File: config.mk
export PLATFORM = sky130hd
export DESIGN_NAME = pps_regs
export DESIGN_NICKNAME = d
export VERILOG_FILES = /design/src/pps_pkg.sv /design/src/pps_sched_if.sv /design/src/pps_regs.sv /design/src/pps_walker.sv
export VERILOG_INCLUDE_DIRS = /design/src
export SDC_FILE = /design/constraint.sdc
export NUM_CORES = 1
export LEC_CHECK = 0
export ABC_AREA = 1
export BUFFER_PORTS_ARGS = -buffer_cell sky130_fd_sc_hd__buf_4
export CAP_MARGIN = 20
export CORE_UTILIZATION = 60
export DETAILED_ROUTE_END_ITERATION = 10
export PLACE_DENSITY = 0.83
export SKIP_CTS_REPAIR_TIMING = 1
export SYNTH_ARGS = -nofsm -noshare
export SYNTH_HDL_FRONTEND = slang
export SYNTH_SLANG_ARGS = --single-unit
File: constraint.sdc
create_clock -name core_clk_in -period 12.4 [get_ports core_clk_in]
set_input_delay 2.48 -clock core_clk_in [delete_from_list [all_inputs] [get_ports core_clk_in]]
set_output_delay 2.48 -clock core_clk_in [all_outputs]
set_load 0.1 [all_outputs]
File: src/pps_cfg.svh
// constants for the periodic descriptor schedule register bank
`ifndef PPS_CFG_SVH
`define PPS_CFG_SVH
// command codes (read / write)
`define PPS_CMD_BLK_RD 8'h53
`define PPS_CMD_BLK_WR 8'hD3
`define PPS_CMD_DONE_RD 8'h17
`define PPS_CMD_SKIP_RD 8'h18
`define PPS_CMD_SKIP_WR 8'h98
`define PPS_CMD_LAST_RD 8'h19
`define PPS_CMD_LAST_WR 8'h99
`define PPS_CMD_ACT_RD 8'h1A
// field layout and reset values
`define PPS_BLK_MSB 9
`define PPS_IDX_MSB 4
`define PPS_BLK_RESET 10'h040
`define PPS_MAP_RESET 32'h0000_0000
// frame timing: 1 ms at 40 MHz
`define PPS_FRAME_US 1000
`define PPS_CLK_MHZ 40
`endif

File: src/pps_pkg.sv
// types for the periodic descriptor schedule register bank
package pps_pkg;
  typedef enum logic [1:0] {
    PPS_IDLE,
    PPS_SCAN,
    PPS_WAIT,
    PPS_APER
  } pps_state_t;
endpackage

File: src/pps_sched_if.sv
// signals passed between the register bank and the schedule walker
`timescale 1ns/10ps
interface pps_sched_if;
  logic [31:0] bypass_flags;
  logic [31:0] final_entry_flags;
  logic [9:0] partition_bytes;
  logic [4:0] current_entry_index;
  logic [15:0] entry_offset;
  logic issue;
  logic retire;
  logic retire_acked;
  logic frame_done;
  logic aper_start;
  modport walker (
    input bypass_flags, final_entry_flags, partition_bytes,
    output current_entry_index, entry_offset, issue, frame_done, aper_start,
    input retire, retire_acked
  );
  modport bank (
    output bypass_flags, final_entry_flags, partition_bytes,
    input current_entry_index, entry_offset, issue, frame_done, aper_start,
    output retire, retire_acked
  );
endinterface

File: src/pps_regs.sv
// periodic descriptor schedule register bank with command decode
//
// Summary of operation
// - ten-bit block size, upper 22 bits reserved
// - done map bit n tracks block n
// - done map published once per millisecond frame
// - reading done map clears it entirely
// - done bit set only on acknowledged completion
// - skip map read/write; set bits bypass descriptor
// - clearing skip bit resumes that descriptor
// - last map read/write marks final descriptor
// - after last descriptor, move to aperiodic list
// - read-only five-bit active index, reset zero
// - separate read/write command codes for block size, skip and last maps; read codes only for done map and active index
`timescale 1ns/10ps
`include "pps_cfg.svh"
module pps_regs
  import pps_pkg::*;
#(
  parameter int FRAME_CYCLES = `PPS_FRAME_US * `PPS_CLK_MHZ
) (
  // clock and reset
  input wire logic core_clk_in,
  input wire logic resetn_in,
  // command port from the host processor
  input wire logic cmd_valid_in,
  input wire logic [7:0] cmd_code_in,
  input wire logic [31:0] cmd_wdata_in,
  // register read answer
  output logic [31:0] rdata_out,
  output logic rvalid_out,
  // transaction engine side
  input wire logic retire_in,
  input wire logic retire_acked_in,
  output logic issue_out,
  output logic [4:0] issue_index_out,
  output logic [15:0] issue_offset_out,
  output logic aper_start_out
);
  pps_sched_if sch ();

  // ============================================================
  // command decode
  wire blk_wr_w = cmd_valid_in && (cmd_code_in == `PPS_CMD_BLK_WR);
  wire skip_wr_w = cmd_valid_in && (cmd_code_in == `PPS_CMD_SKIP_WR);
  wire last_wr_w = cmd_valid_in && (cmd_code_in == `PPS_CMD_LAST_WR);
  wire done_rd_w = cmd_valid_in && (cmd_code_in == `PPS_CMD_DONE_RD);
  wire any_rd_w = cmd_valid_in && !cmd_code_in[7];

  // ============================================================
  // stored registers
  logic [9:0] blk_r;
  logic [31:0] skip_r;
  logic [31:0] last_r;
  logic [31:0] done_r;
  logic [31:0] pend_r;

  always_ff @(posedge core_clk_in or negedge resetn_in) begin
    if (!resetn_in) blk_r <= `PPS_BLK_RESET;
    else if (blk_wr_w) blk_r <= cmd_wdata_in[`PPS_BLK_MSB:0];
  end

  always_ff @(posedge core_clk_in or negedge resetn_in) begin
    if (!resetn_in) skip_r <= `PPS_MAP_RESET;
    else if (skip_wr_w) skip_r <= cmd_wdata_in;
  end

  always_ff @(posedge core_clk_in or negedge resetn_in) begin
    if (!resetn_in) last_r <= `PPS_MAP_RESET;
    else if (last_wr_w) last_r <= cmd_wdata_in;
  end

  // ============================================================
  // done tracking: completions gather in pending, published each frame
  wire [31:0] ack_bit_w = (retire_in && retire_acked_in) ?
      (32'h0000_0001 << sch.current_entry_index) : 32'h0000_0000;
  wire [31:0] pend_nxt = sch.frame_done ? ack_bit_w : (pend_r | ack_bit_w);
  // a publish in the same cycle as a clearing read wins, so no frame is lost
  wire [31:0] done_nxt = sch.frame_done ? (done_rd_w ? pend_r : (done_r | pend_r)) :
      (done_rd_w ? 32'h0000_0000 : done_r);

  always_ff @(posedge core_clk_in or negedge resetn_in) begin
    if (!resetn_in) begin
      pend_r <= `PPS_MAP_RESET;
      done_r <= `PPS_MAP_RESET;
    end else begin
      pend_r <= pend_nxt;
      done_r <= done_nxt;
    end
  end

  // ============================================================
  // read mux; reserved bits read zero, unmapped codes read zero
  logic [31:0] rmux_w;
  always_comb begin
    unique case (cmd_code_in)
      `PPS_CMD_BLK_RD: rmux_w = {22'h000000, blk_r};
      `PPS_CMD_DONE_RD: rmux_w = done_r;
      `PPS_CMD_SKIP_RD: rmux_w = skip_r;
      `PPS_CMD_LAST_RD: rmux_w = last_r;
      `PPS_CMD_ACT_RD: rmux_w = {27'h0000000, sch.current_entry_index};
      default: rmux_w = 32'h0000_0000;
    endcase
  end

  always_ff @(posedge core_clk_in or negedge resetn_in) begin
    if (!resetn_in) begin
      rdata_out <= 32'h0000_0000;
      rvalid_out <= 1'b0;
    end else begin
      rvalid_out <= any_rd_w;
      if (any_rd_w) rdata_out <= rmux_w;
    end
  end

  // ============================================================
  // schedule walker and registered engine outputs
  assign sch.bypass_flags = skip_r;
  assign sch.final_entry_flags = last_r;
  assign sch.partition_bytes = blk_r;
  assign sch.retire = retire_in;
  assign sch.retire_acked = retire_acked_in;

  pps_walker #(.FRAME_CYCLES(FRAME_CYCLES)) u_walk (
    .core_clk_in(core_clk_in),
    .resetn_in(resetn_in),
    .sch(sch)
  );

  // outputs registered, so the engine sees them one cycle late
  always_ff @(posedge core_clk_in or negedge resetn_in) begin
    if (!resetn_in) begin
      issue_out <= 1'b0;
      issue_index_out <= 5'h00;
      issue_offset_out <= 16'h0000;
      aper_start_out <= 1'b0;
    end else begin
      issue_out <= sch.issue && !issue_out;
      issue_index_out <= sch.current_entry_index;
      issue_offset_out <= sch.entry_offset;
      aper_start_out <= sch.aper_start;
    end
  end
endmodule

File: src/pps_walker.sv
// per-frame walker over the interrupt-list descriptors
`timescale 1ns/10ps
`include "pps_cfg.svh"
module pps_walker
  import pps_pkg::*;
#(
  parameter int FRAME_CYCLES = `PPS_FRAME_US * `PPS_CLK_MHZ
) (
  // clock and reset
  input wire logic core_clk_in,
  input wire logic resetn_in,
  // schedule side
  pps_sched_if.walker sch
);
  // ============================================================
  // frame tick
  logic [31:0] tick_cnt_r;
  wire tick_w = (tick_cnt_r == 32'(FRAME_CYCLES - 1));
  always_ff @(posedge core_clk_in or negedge resetn_in) begin
    if (!resetn_in) tick_cnt_r <= 32'h0000_0000;
    else tick_cnt_r <= tick_w ? 32'h0000_0000 : tick_cnt_r + 32'h0000_0001;
  end

  // ============================================================
  // walk state
  pps_state_t state_r;
  pps_state_t state_nxt;
  logic [4:0] idx_r;
  logic [4:0] idx_nxt;
  wire skip_w = sch.bypass_flags[idx_r];
  wire last_w = sch.final_entry_flags[idx_r];
  wire wrap_w = (idx_r == 5'h1F);

  // next-state decode; skipped entries advance without issue
  always_comb begin
    state_nxt = state_r;
    idx_nxt = idx_r;
    unique case (state_r)
      PPS_IDLE: begin
        if (tick_w) begin
          state_nxt = PPS_SCAN;
          idx_nxt = 5'h00;
        end
      end
      PPS_SCAN: begin
        if (skip_w) begin
          if (last_w || wrap_w) state_nxt = PPS_APER;
          else idx_nxt = idx_r + 5'h01;
        end else state_nxt = PPS_WAIT;
      end
      PPS_WAIT: begin
        if (sch.retire) begin
          if (last_w || wrap_w) state_nxt = PPS_APER;
          else begin
            state_nxt = PPS_SCAN;
            idx_nxt = idx_r + 5'h01;
          end
        end
      end
      PPS_APER: state_nxt = PPS_IDLE;
    endcase
  end

  always_ff @(posedge core_clk_in or negedge resetn_in) begin
    if (!resetn_in) begin
      state_r <= PPS_IDLE;
      idx_r <= 5'h00;
    end else begin
      state_r <= state_nxt;
      idx_r <= idx_nxt;
    end
  end

  assign sch.current_entry_index = idx_r;
  // descriptor n starts n blocks into the buffer
  assign sch.entry_offset = 16'(idx_r) * 16'(sch.partition_bytes);
  assign sch.issue = (state_r == PPS_SCAN) && !skip_w;
  assign sch.frame_done = (state_r == PPS_APER);
  assign sch.aper_start = (state_r == PPS_APER);
endmodule

Word level (Yosys, flattened, before mapping)
Index checks and enable logic that the tools add are counted.
W data, S select, Z words.
{"block": "totals", "ff_bits": 232, "inputBits": 45, "output_inout_bits": 56, "word_cells": 77}
{"block": "classes", "addsub": 2, "multipliers": 1, "n_lt_le_gt_ge": 1, "n_eq_ne": 17, "n_shift": 1, "muxes": 22, "n_bitwise": 2, "n_reduce_logical": 17}
{"cell": "$mux W32", "count": 6}
{"cell": "$pmux W32 S5", "count": 1}
{"cell": "$or A32 B32 Y32", "count": 2}
{"cell": "$add A32 B1 Y32 const B", "count": 1}
{"cell": "$eq A32 B16 Y1 const B", "count": 1}
{"cell": "$eq A8 B5 Y1 const B", "count": 4}
{"cell": "$shl A1 B5 Y32 const A", "count": 1}
{"cell": "$eq A8 B8 Y1 const B", "count": 3}
{"cell": "$mux W5", "count": 4}
{"cell": "$mul A5 B10 Y15", "count": 1}
{"cell": "$pmux W5 S3", "count": 1}
{"cell": "$bmux W1 S5", "count": 2}
{"cell": "$mux W2", "count": 5}
{"cell": "$eq A8 B7 Y1 const B", "count": 1}
{"cell": "$logic_and A1 B1 Y1", "count": 8}
{"cell": "$pmux W2 S4", "count": 1}
{"cell": "$lt A5 B6 Y1 const B", "count": 1}
{"cell": "$add A5 B1 Y5 const B", "count": 1}
{"cell": "$eq A5 B5 Y1 const B", "count": 1}
{"cell": "$eq A2 B2 Y1 const B", "count": 2}
{"cell": "$ne A2 B1 Y1 const B", "count": 2}
{"cell": "$reduce_and A4 Y1", "count": 1}
{"cell": "$logic_not A1 Y1", "count": 3}
{"cell": "$ne A3 B3 Y1 const B", "count": 1}
{"cell": "8 further kinds", "count": 9}

Longest topological paths before layout
Gate-level depths: netlist of run 1.
{"block": "logic_depth", "depth_word": 6, "ltp_mapped": 19, "mapped_depth_nobuf": 16}

Hierarchy
Synthesis of run 1 repeated with hierarchy kept, for this count alone.
{"block": "unflattened", "cells_unflattened": 1613, "hier_area_um2": 12768.5}
{"mod": "pps_regs", "instances": 1, "cells_per_inst": 896, "area_each_um2": 8104.0}
{"mod": "pps_walker", "instances": 1, "cells_per_inst": 717, "area_each_um2": 4664.5}

Least setup slack after synthesis of run 1
No wires, ideal clock.
{"block": "synth_timing", "path_kind": "flip-flop to flip-flop", "start": "register u_walk.idx_r[2], in the netlist u_walk.sch.current_entry_index[2]", "end": "register issue_offset_out[14]", "setup_time_ps": 80, "arrival_time_ps": 3863, "path_slack_ps": 8457, "path_stages_with_launch": 20, "path_cell_list": "dfrtp_1 > buf_2 > buf_2 > buf_1 > nand2_1 > inv_1 > fa_1 > fa_1 > inv_1 > fa_1 > inv_1 > ha_1 > a21oi_1 > o21ai_0 > nand2_1 > nand3_1 > a21oi_1 > nor2_1 > nor2_1 > xnor2_1"}
{"block": "synth_between", "elab_chain_cells": 1}
{"element": "start, declared", "line": "pps_walker.sv:28", "source": "logic [4:0] idx_r;"}
{"element": "start signal, assigned", "line": "pps_walker.sv:70", "source": "idx_r <= idx_nxt;"}
{"element": "$mul A5 B10 Y15", "line": "pps_walker.sv:76", "source": "assign sch.entry_offset = 16'(idx_r) * 16'(sch.partition_bytes);"}
{"element": "net sch.entry_offset[14]", "line": "pps_sched_if.sv:8", "source": "logic [15:0] entry_offset;"}
{"element": "end signal, assigned", "line": "pps_regs.sv:140", "source": "issue_offset_out <= sch.entry_offset;"}
{"element": "end, declared", "line": "pps_regs.sv:37", "source": "output logic [15:0] issue_offset_out,"}
The timed path passes the listed nets, and every way through them passes these cells.
A chain may end at the register's enable or synchronous reset.

Worst setup path in the final report of run 1
{"block": "layout_timing", "start": "input cmd_code_in[5]", "end": "register done_r[0]"}
{"block": "layout_between", "elab_chain_cells": 4, "word_cells_on_any_way": 5, "classes_between": "eq/ne: 1; mux: 2; reduce/logical: 2"}
{"element": "start, declared", "line": "pps_regs.sv:27", "source": "input wire logic [7:0] cmd_code_in,"}
{"element": "$eq A8 B5 Y1 (*)"}
{"element": "$logic_and A1 B1 Y1 (*)", "line": "pps_regs.sv:47", "source": "wire done_rd_w = cmd_valid_in && (cmd_code_in == `PPS_CMD_DONE_RD);"}
{"element": "$mux W32 (2 in a row)", "line": "pps_regs.sv:79", "source": "wire [31:0] done_nxt = sch.frame_done ? (done_rd_w ? pend_r : (done_r | pend_r)) :"}
{"element": "end signal, assigned", "line": "pps_regs.sv:85", "source": "done_r <= `PPS_MAP_RESET;"}
{"element": "end signal, assigned", "line": "pps_regs.sv:88", "source": "done_r <= done_nxt;"}
{"element": "end, declared", "line": "pps_regs.sv:55", "source": "logic [31:0] done_r;"}
Every way passes the cells marked *; elsewhere a longest branch is shown, timed or not.

==> results.txt, run 1 <==
Critical path peak fanout - 34
Synth Register Bits - 232
Worst slew margin - 27.7%
Die height - 145 um
Via count - 10700
Psw - 390 uW
Critical path's largest stage delay - 0.86 ns
Num rows - 52
Setup TNS - 0 ns
Routed WL - 32400 um
Number of global-route vias before repair - 10400
Critical R2R Capture - issue_offset_out[14]
Max-Cap Viols - 0
Worst min-delay path class - reg2reg
CP Data Required Time - 12.74 ns
Core Util, Final - 70.1%
Post-Syn Area per Cell - 8.07 sq um
Pin count of the biggest net entering global routing - 88
IO Count - 101
Die width - 145 um
Endpoints failing hold - 0
Clock network fraction of design power - 47.3%
Fraction of layout cells with a size suffix above 1 - 11.4%
Fmax - 0.235 GHz
Slew Limit Fails - 0
Delay-heaviest family, CP - simple AND/OR/NAND/NOR gates
Clk_lat worst skew - 0.54 ns
Distinct cell type count of the synthesized netlist - 43
CP endpoint kind - register
Area of the multi-input gates - 0.00525 sq mm
Hold path endpoint - issue_out
Clock sinks - 232
Setup slack, reg-to-reg - 8.25 ns
Register area - 0.00581 sq mm
Min cycle time layout - 4.26 ns
Final setup violating endpoints - 0
Core area - 0.0202 sq mm
Ant. Diodes - 0
Fillers - 1562
Worst Setup Start Kind - input port
Die ar. - 0.0211 sq mm
Clock transition at path regs - 0.06 ns
Worst path cell trace - buf_4 > inv_1 > nand2_1 > nor3_2 > nand2_1 > buf_4 > nor2_2 > o22ai_1
Commonest non-fill, non-tap cells in the layout - nand2_1, inv_1, dfrtp_1
CP bufs+invs - 3
Port buffer count - 99
Syn_nets - 1629
First-pass GRT wire length - 53400 um
Hold path start - issue_out
Total global routing overflow - 0
Routability cong. - 0.956
Initial antenna violation count - 0
GRT Total Usage - 31.8%
Post-layout power - 1.69 mW
Sequential-to-total area share from yosys stat - 47.2%
Syn. warnings - 0
DRC Markers - 0
CTS tree - done
Power Dens Cells - 120 mW/mm^2
Leakage power - 7.43 nW
Internal Pwr Total - 1.30 mW
Hold Path Depth - 1
Iter 0 DRT Violations - 877
H-tree lvl count - 1
Synthesized netlist cell count - 1524
Post-Place Setup Slack - 7.76 ns
Worst-margin pin slew - 1.08 ns
CP Class - in2reg
Final ANT Viol Nets - 0
R2R cell count - 16
CTS buffer count - 25
Root Buffer - clkbuf_16
Worst vdd ir - 0.000131 V
Sequential power share - 47.1%
CP Data Arrival Time - 4.61 ns
Vias per cell - 5.64
Initial core utilization - 61.0%
Drt first pass iters - 5
Final critical-path share of the clock period - 34.4%
Post-Syn Area - 0.0123 sq mm
Worst Slack Setup Final - 8.14 ns
Net Sw Frac - 23.0%
CTS Buffer Depth - 3
Clock skew after layout - 0.0175 ns
Final nets - 1709
WL/cell - 17.2 um
Commonest non-fill, non-tap cell in the layout - nand2_1
Area delta synth->final - 14.9%
Logic gate share of total power - 5.6%
Crit-path slowest cell - nor2_2
Outcome - finished, final reports clean
Final HPWL DP - 22200 um
Worst r2r src - u_walk.sch.current_entry_index[2]
RSZ-0062 raised after global routing - false
## per-layer routing
metal / wire (um) / vias to the layer above / track usage [%]
met5: 0 / - / 0
met4: 1390 / 0 / 13.6
met3: 2720 / 127 / 5.35
met2: 15500 / 554 / 51.6
met1: 12800 / 5015 / 42.4
li1: - / 4968 / -
## worst register-to-register path, cell delays in order (launching register included)
cell	delay (ns)
dfrtp_1	0.78
nand2_1	0.13
inv_1	0.10
fa_1	0.45
fa_1	0.54
inv_1	0.05
fa_1	0.52
inv_1	0.04
ha_1	0.36
a21oi_1	0.24
o21ai_0	0.16
nand2_1	0.09
nand3_1	0.13
a21oi_1	0.18
nor2_1	0.06
nor2_1	0.12
xnor2_1	0.13
## logic make-up after synthesis
family          synth area share [%]
compound gates                  11.5
xor+xnor                        2.56
fa+ha+maj                       7.57
buf+inv                         10.2
flops                           47.2
other cells                   0.0305
simple gates                    21.0
## worst max path at each step
stage / from / endpoint / slack (ns) / depth (start not counted)
floorplan: u_walk.sch.current_entry_index[2] / issue_offset_out[14] / 8.46 / 19
global placement: cmd_code_in[5] / done_r[16] / 7.90 / 8
detailed placement: cmd_code_in[5] / done_r[11] / 7.76 / 8
CTS: cmd_code_in[5] / done_r[0] / 8.19 / 8
global route: cmd_code_in[5] / done_r[0] / 7.97 / 8
finish: cmd_code_in[5] / done_r[0] / 8.14 / 8
## final cells by class
cell class                      instances  share of cell area, %
Sequential cell                       232                   41.1
Inverter                              262                   6.96
Clock inverter                          9                   1.13
Timing Repair Buffer                  111                   6.09
Clock buffer                           35                   5.19
Tap cell                              270                   2.39
Multi-Input combinational cell        972                   37.1
## cells in the mapped netlist (all sizes together)
cell     number  area share [%]
fa           24             3.9
xnor2         9            0.64
nand3b        1           0.061
inv         261             8.0
dfrtp       231              47
nor3         29             1.4
o211ai        1           0.061
o21ai       175             7.1
a221oi        1           0.071
a31oi         4            0.20
or2           1           0.051
buf          27             1.2
a211oi        3            0.18
a21oi        39             1.7
dfstp         1            0.21
ha           36             3.7
nand4        14            0.71
o21bai        3            0.18
xor2         27             1.9
clkinv        1           0.030
nand3        63             2.8
conb          1           0.030
a41oi         1           0.071
o22ai        31             1.6
nor4         10            0.56
clkbuf       31            0.95
nor2         83             2.7
o2111ai       5            0.36
nand2       411              13
## flip-flops by register name, summed over array words and instances (netlist names), 2 cells and up
signal / flops
blk_r: 10
done_r: 32
issue_index_out: 5
issue_offset_out: 15
last_r: 32
pend_r: 32
rdata_out: 32
sch.bypass_flags: 32
u_walk.sch.current_entry_index: 5
u_walk.state_r: 2
u_walk.tick_cnt_r: 32
## metrics by stage
stage / hold slack [ns] / std cells / cell area, sq um
2_1_floorplan: 0.375 / 1524 / 12300
3_3_place_gp: 0.416 / 1845 / 13200
3_5_place_dp: 0.440 / 1845 / 13200
4_1_cts: 0.448 / 1889 / 14100
5_1_grt: 0.462 / 1891 / 14100
6_report: 0.446 / 1891 / 14100
## power by group through the flow
stage | Sequential, mW | Clock, mW | Combinational [mW]
floorplan | 0.819 | 0 | 0.0369
global placement | 0.808 | 0 | 0.0915
detailed placement | 0.809 | 0 | 0.0941
CTS | 0.796 | 0.806 | 0.0953
global route | 0.798 | 0.839 | 0.106
finish | 0.797 | 0.800 | 0.0952
(Power assumes the default switching activity.)
==> inputs of run 2 (changes only) <==
Settings changed: ABC_AREA 1 to 0, CORE_UTILIZATION 60 to 54, PLACE_DENSITY 0.83 to 0.79.
Clock period 12.4 ns to 3.5 ns, I/O delays scaled along.
==> results.txt, run 2 <==
Critical path's largest stage delay - 0.54 ns
CP Data Arrival Time - 4.10 ns
Post-layout power - 7.83 mW
Post-Syn Area - 0.0114 sq mm
IO Count - 101
H-tree lvl count - 1
Clk_lat worst skew - 0.53 ns
Synth top area cells - dfrtp_1, mux2_2, fa_1, ha_1, a22o_1
Port buffer count - 99
Fmax - 0.273 GHz
Endpoints failing hold - 0
Vias per cell - 5.99
Fillers - 1501
Failing checks - negative setup slack
Commonest non-fill, non-tap cells in the layout - dfrtp_1, buf_4, mux2_2
Critical path peak fanout - 9
Sequential-to-total area share from yosys stat - 50.9%
Synth Register Bits - 232
Most common cell in the synthesized netlist - dfrtp_1
Final HPWL DP - 18900 um
Outcome - finished, violations left
CTS tree - done
Fraction of layout cells with a size suffix above 1 - 29.4%
Synth Flop Type - dfrtp_1
Worst Setup Start Kind - register
Worst path cell trace - and2_1 > fa_2 > fa_1 > inv_1 > fa_1 > inv_2 > ha_4 > inv_2 > o21a_1 > nor3_1 > a41o_1 > o41a_1 > xor2_1
Num rows - 52
Area delta synth->final - 20.7%
DRC Markers - 0
CTS Buffer Depth - 3
Worst min-delay path class - in2async
Syn. warnings - 0
CP Data Required Time - 3.94 ns
Worst slew margin - 44.9%
Synth area leader - dfrtp_1
Clock skew after layout - 0.0251 ns
CP bufs+invs - 3
Max-Cap Viols - 0
Drt first pass iters - 6
Commonest non-fill, non-tap cell in the layout - dfrtp_1
Crit-path slowest cell - fa_1
Core area - 0.0205 sq mm
Final critical-path share of the clock period - 105%
Die ar. - 0.0217 sq mm
Via count - 8297
Worst-margin pin slew - 0.819 ns
Final nets - 1203
Slew Limit Fails - 0
RSZ-0062 raised after global routing - true
First-pass GRT wire length - 44400 um
Delay-heaviest family, CP - adder cells
Clock sinks - 232
CTS buffer count - 24
Post-Syn Area per Cell - 11.8 sq um
Leakage power - 6.68 nW
Final ANT Viol Nets - 0
Synth top cells by count - dfrtp_1, inv_1, mux2_2
Root Buffer - clkbuf_16
WL/cell - 19.7 um
Routed WL - 27200 um
Worst Slack Setup Final - -0.164 ns
Final setup violating endpoints - 3
Clock transition at path regs - 0.07 ns
Synth top area share - 50.6%
Initial core utilization - 55.7%
Iter 0 DRT Violations - 707
Ant. Diodes - 0
Worst Setup SP - u_walk.sch.current_entry_index[2]
Worst r2r src - u_walk.sch.current_entry_index[2]
Total global routing overflow - 0
Initial antenna violation count - 0
EDFF count, synth - 0
Async S/R FF share, synth - 100%
Syn_nets - 1069
Die width - 147 um
Post-Place Setup Slack - -0.199 ns
GRT Total Usage - 25.9%
Die height - 147 um
Number of global-route vias before repair - 8387
Core Util, Final - 67.3%
Distinct cell type count of the synthesized netlist - 65
CP endpoint kind - register
Min cycle time layout - 3.66 ns
Hold slack - 0.182 ns
CP Class - reg2reg
Routability cong. - 0.839
Worst vdd ir - 0.000334 V
Synthesized netlist cell count - 964
Pin count of the biggest net entering global routing - 87
Power Dens Cells - 568 mW/mm^2
## run 2: changes by cell type after synthesis, moves of 32 or more
cell	delta
inv_1	-171
and2_1	+36
nor2_1	-42
o21ai_0	-32
nand3_1	-39
nand2_1	-334
a22o_1	+36
mux2_2	+74
o21ai_1	-117
## run 2: path summary, 6_finish.rpt
check                                        to  slack (ns)  cells past startpoint
max                        issue_offset_out[14]       -0.16                     13
min                        issue_offset_out[13]        0.18                      1
max reg2reg                issue_offset_out[14]       -0.16                     13
min reg2reg                u_walk.tick_cnt_r[0]        0.48                      1
max in group asynchronous             last_r[9]        2.48                      2
min in group core_clk_in             last_r[24]        0.41                      2
## run 2: power by group
group          switching [mW]  total, mW  internal, mW
Combinational            1.12       1.82         0.707
Sequential              0.297       3.33          3.03
Clock                    1.09       2.68          1.58
Total                    2.51       7.83          5.32
## run 2: area by class of cell
| type | count | area (sq um) | area share [%] |
|---|---|---|---|
| flip-flops and latches | 232 | 5810 | 42.2 |
| well taps | 270 | 338 | 2.45 |
| clock buffers | 30 | 663 | 4.81 |
| inverters | 77 | 289 | 2.10 |
| clock inverters | 14 | 176 | 1.28 |
| multi-input cells | 605 | 5270 | 38.2 |
| repair buffers | 158 | 1230 | 8.96 |
## run 2: logic make-up after synthesis
family,after synthesis,share of synthesized area [%]
AOI/OAI and AO/OA,176,11.7
xor gates and xnor gates,41,3.14
adders and majority gates,60,8.15
buffers and inverters,127,4.49
DFF,232,50.9
muxes,100,11.6
other,1,0.0328
and+or+nand+nor,227,10.0
## run 2: worst reg2reg max path, cell delays in order, from the launching register on
cell and delay (ns):
dfrtp_2 0.48, and2_1 0.21, fa_2 0.45, fa_1 0.48, inv_1 0.05, fa_1 0.54
inv_2 0.05, ha_4 0.27, inv_2 0.04, o21a_1 0.17, nor3_1 0.32, a41o_1 0.23
o41a_1 0.15, xor2_1 0.14
## run 2: stage by stage
step           area [sq um]  cells  setup TNS (ns)
2_1_floorplan         11600    964          -0.439
3_3_place_gp          12900   1341         -0.0835
3_5_place_dp          12900   1341          -0.372
4_1_cts               13700   1385          -0.398
5_1_grt               13800   1386          -0.858
6_report              13800   1386          -0.271
## run 2: per-layer routing
| layer | up-vias | GRT usage [%] | wire length [um] | part of all wire [%] |
|---|---|---|---|---|
| met1 | 4171 | 36.5 | 11500 | 42 |
| met5 | - | 0 | 0 | 0 |
| met4 | 0 | 7.42 | 616 | 2.3 |
| met2 | 367 | 41.7 | 13000 | 48 |
| met3 | 59 | 4.48 | 2100 | 7.7 |
| li1 | 3700 | - | - | - |
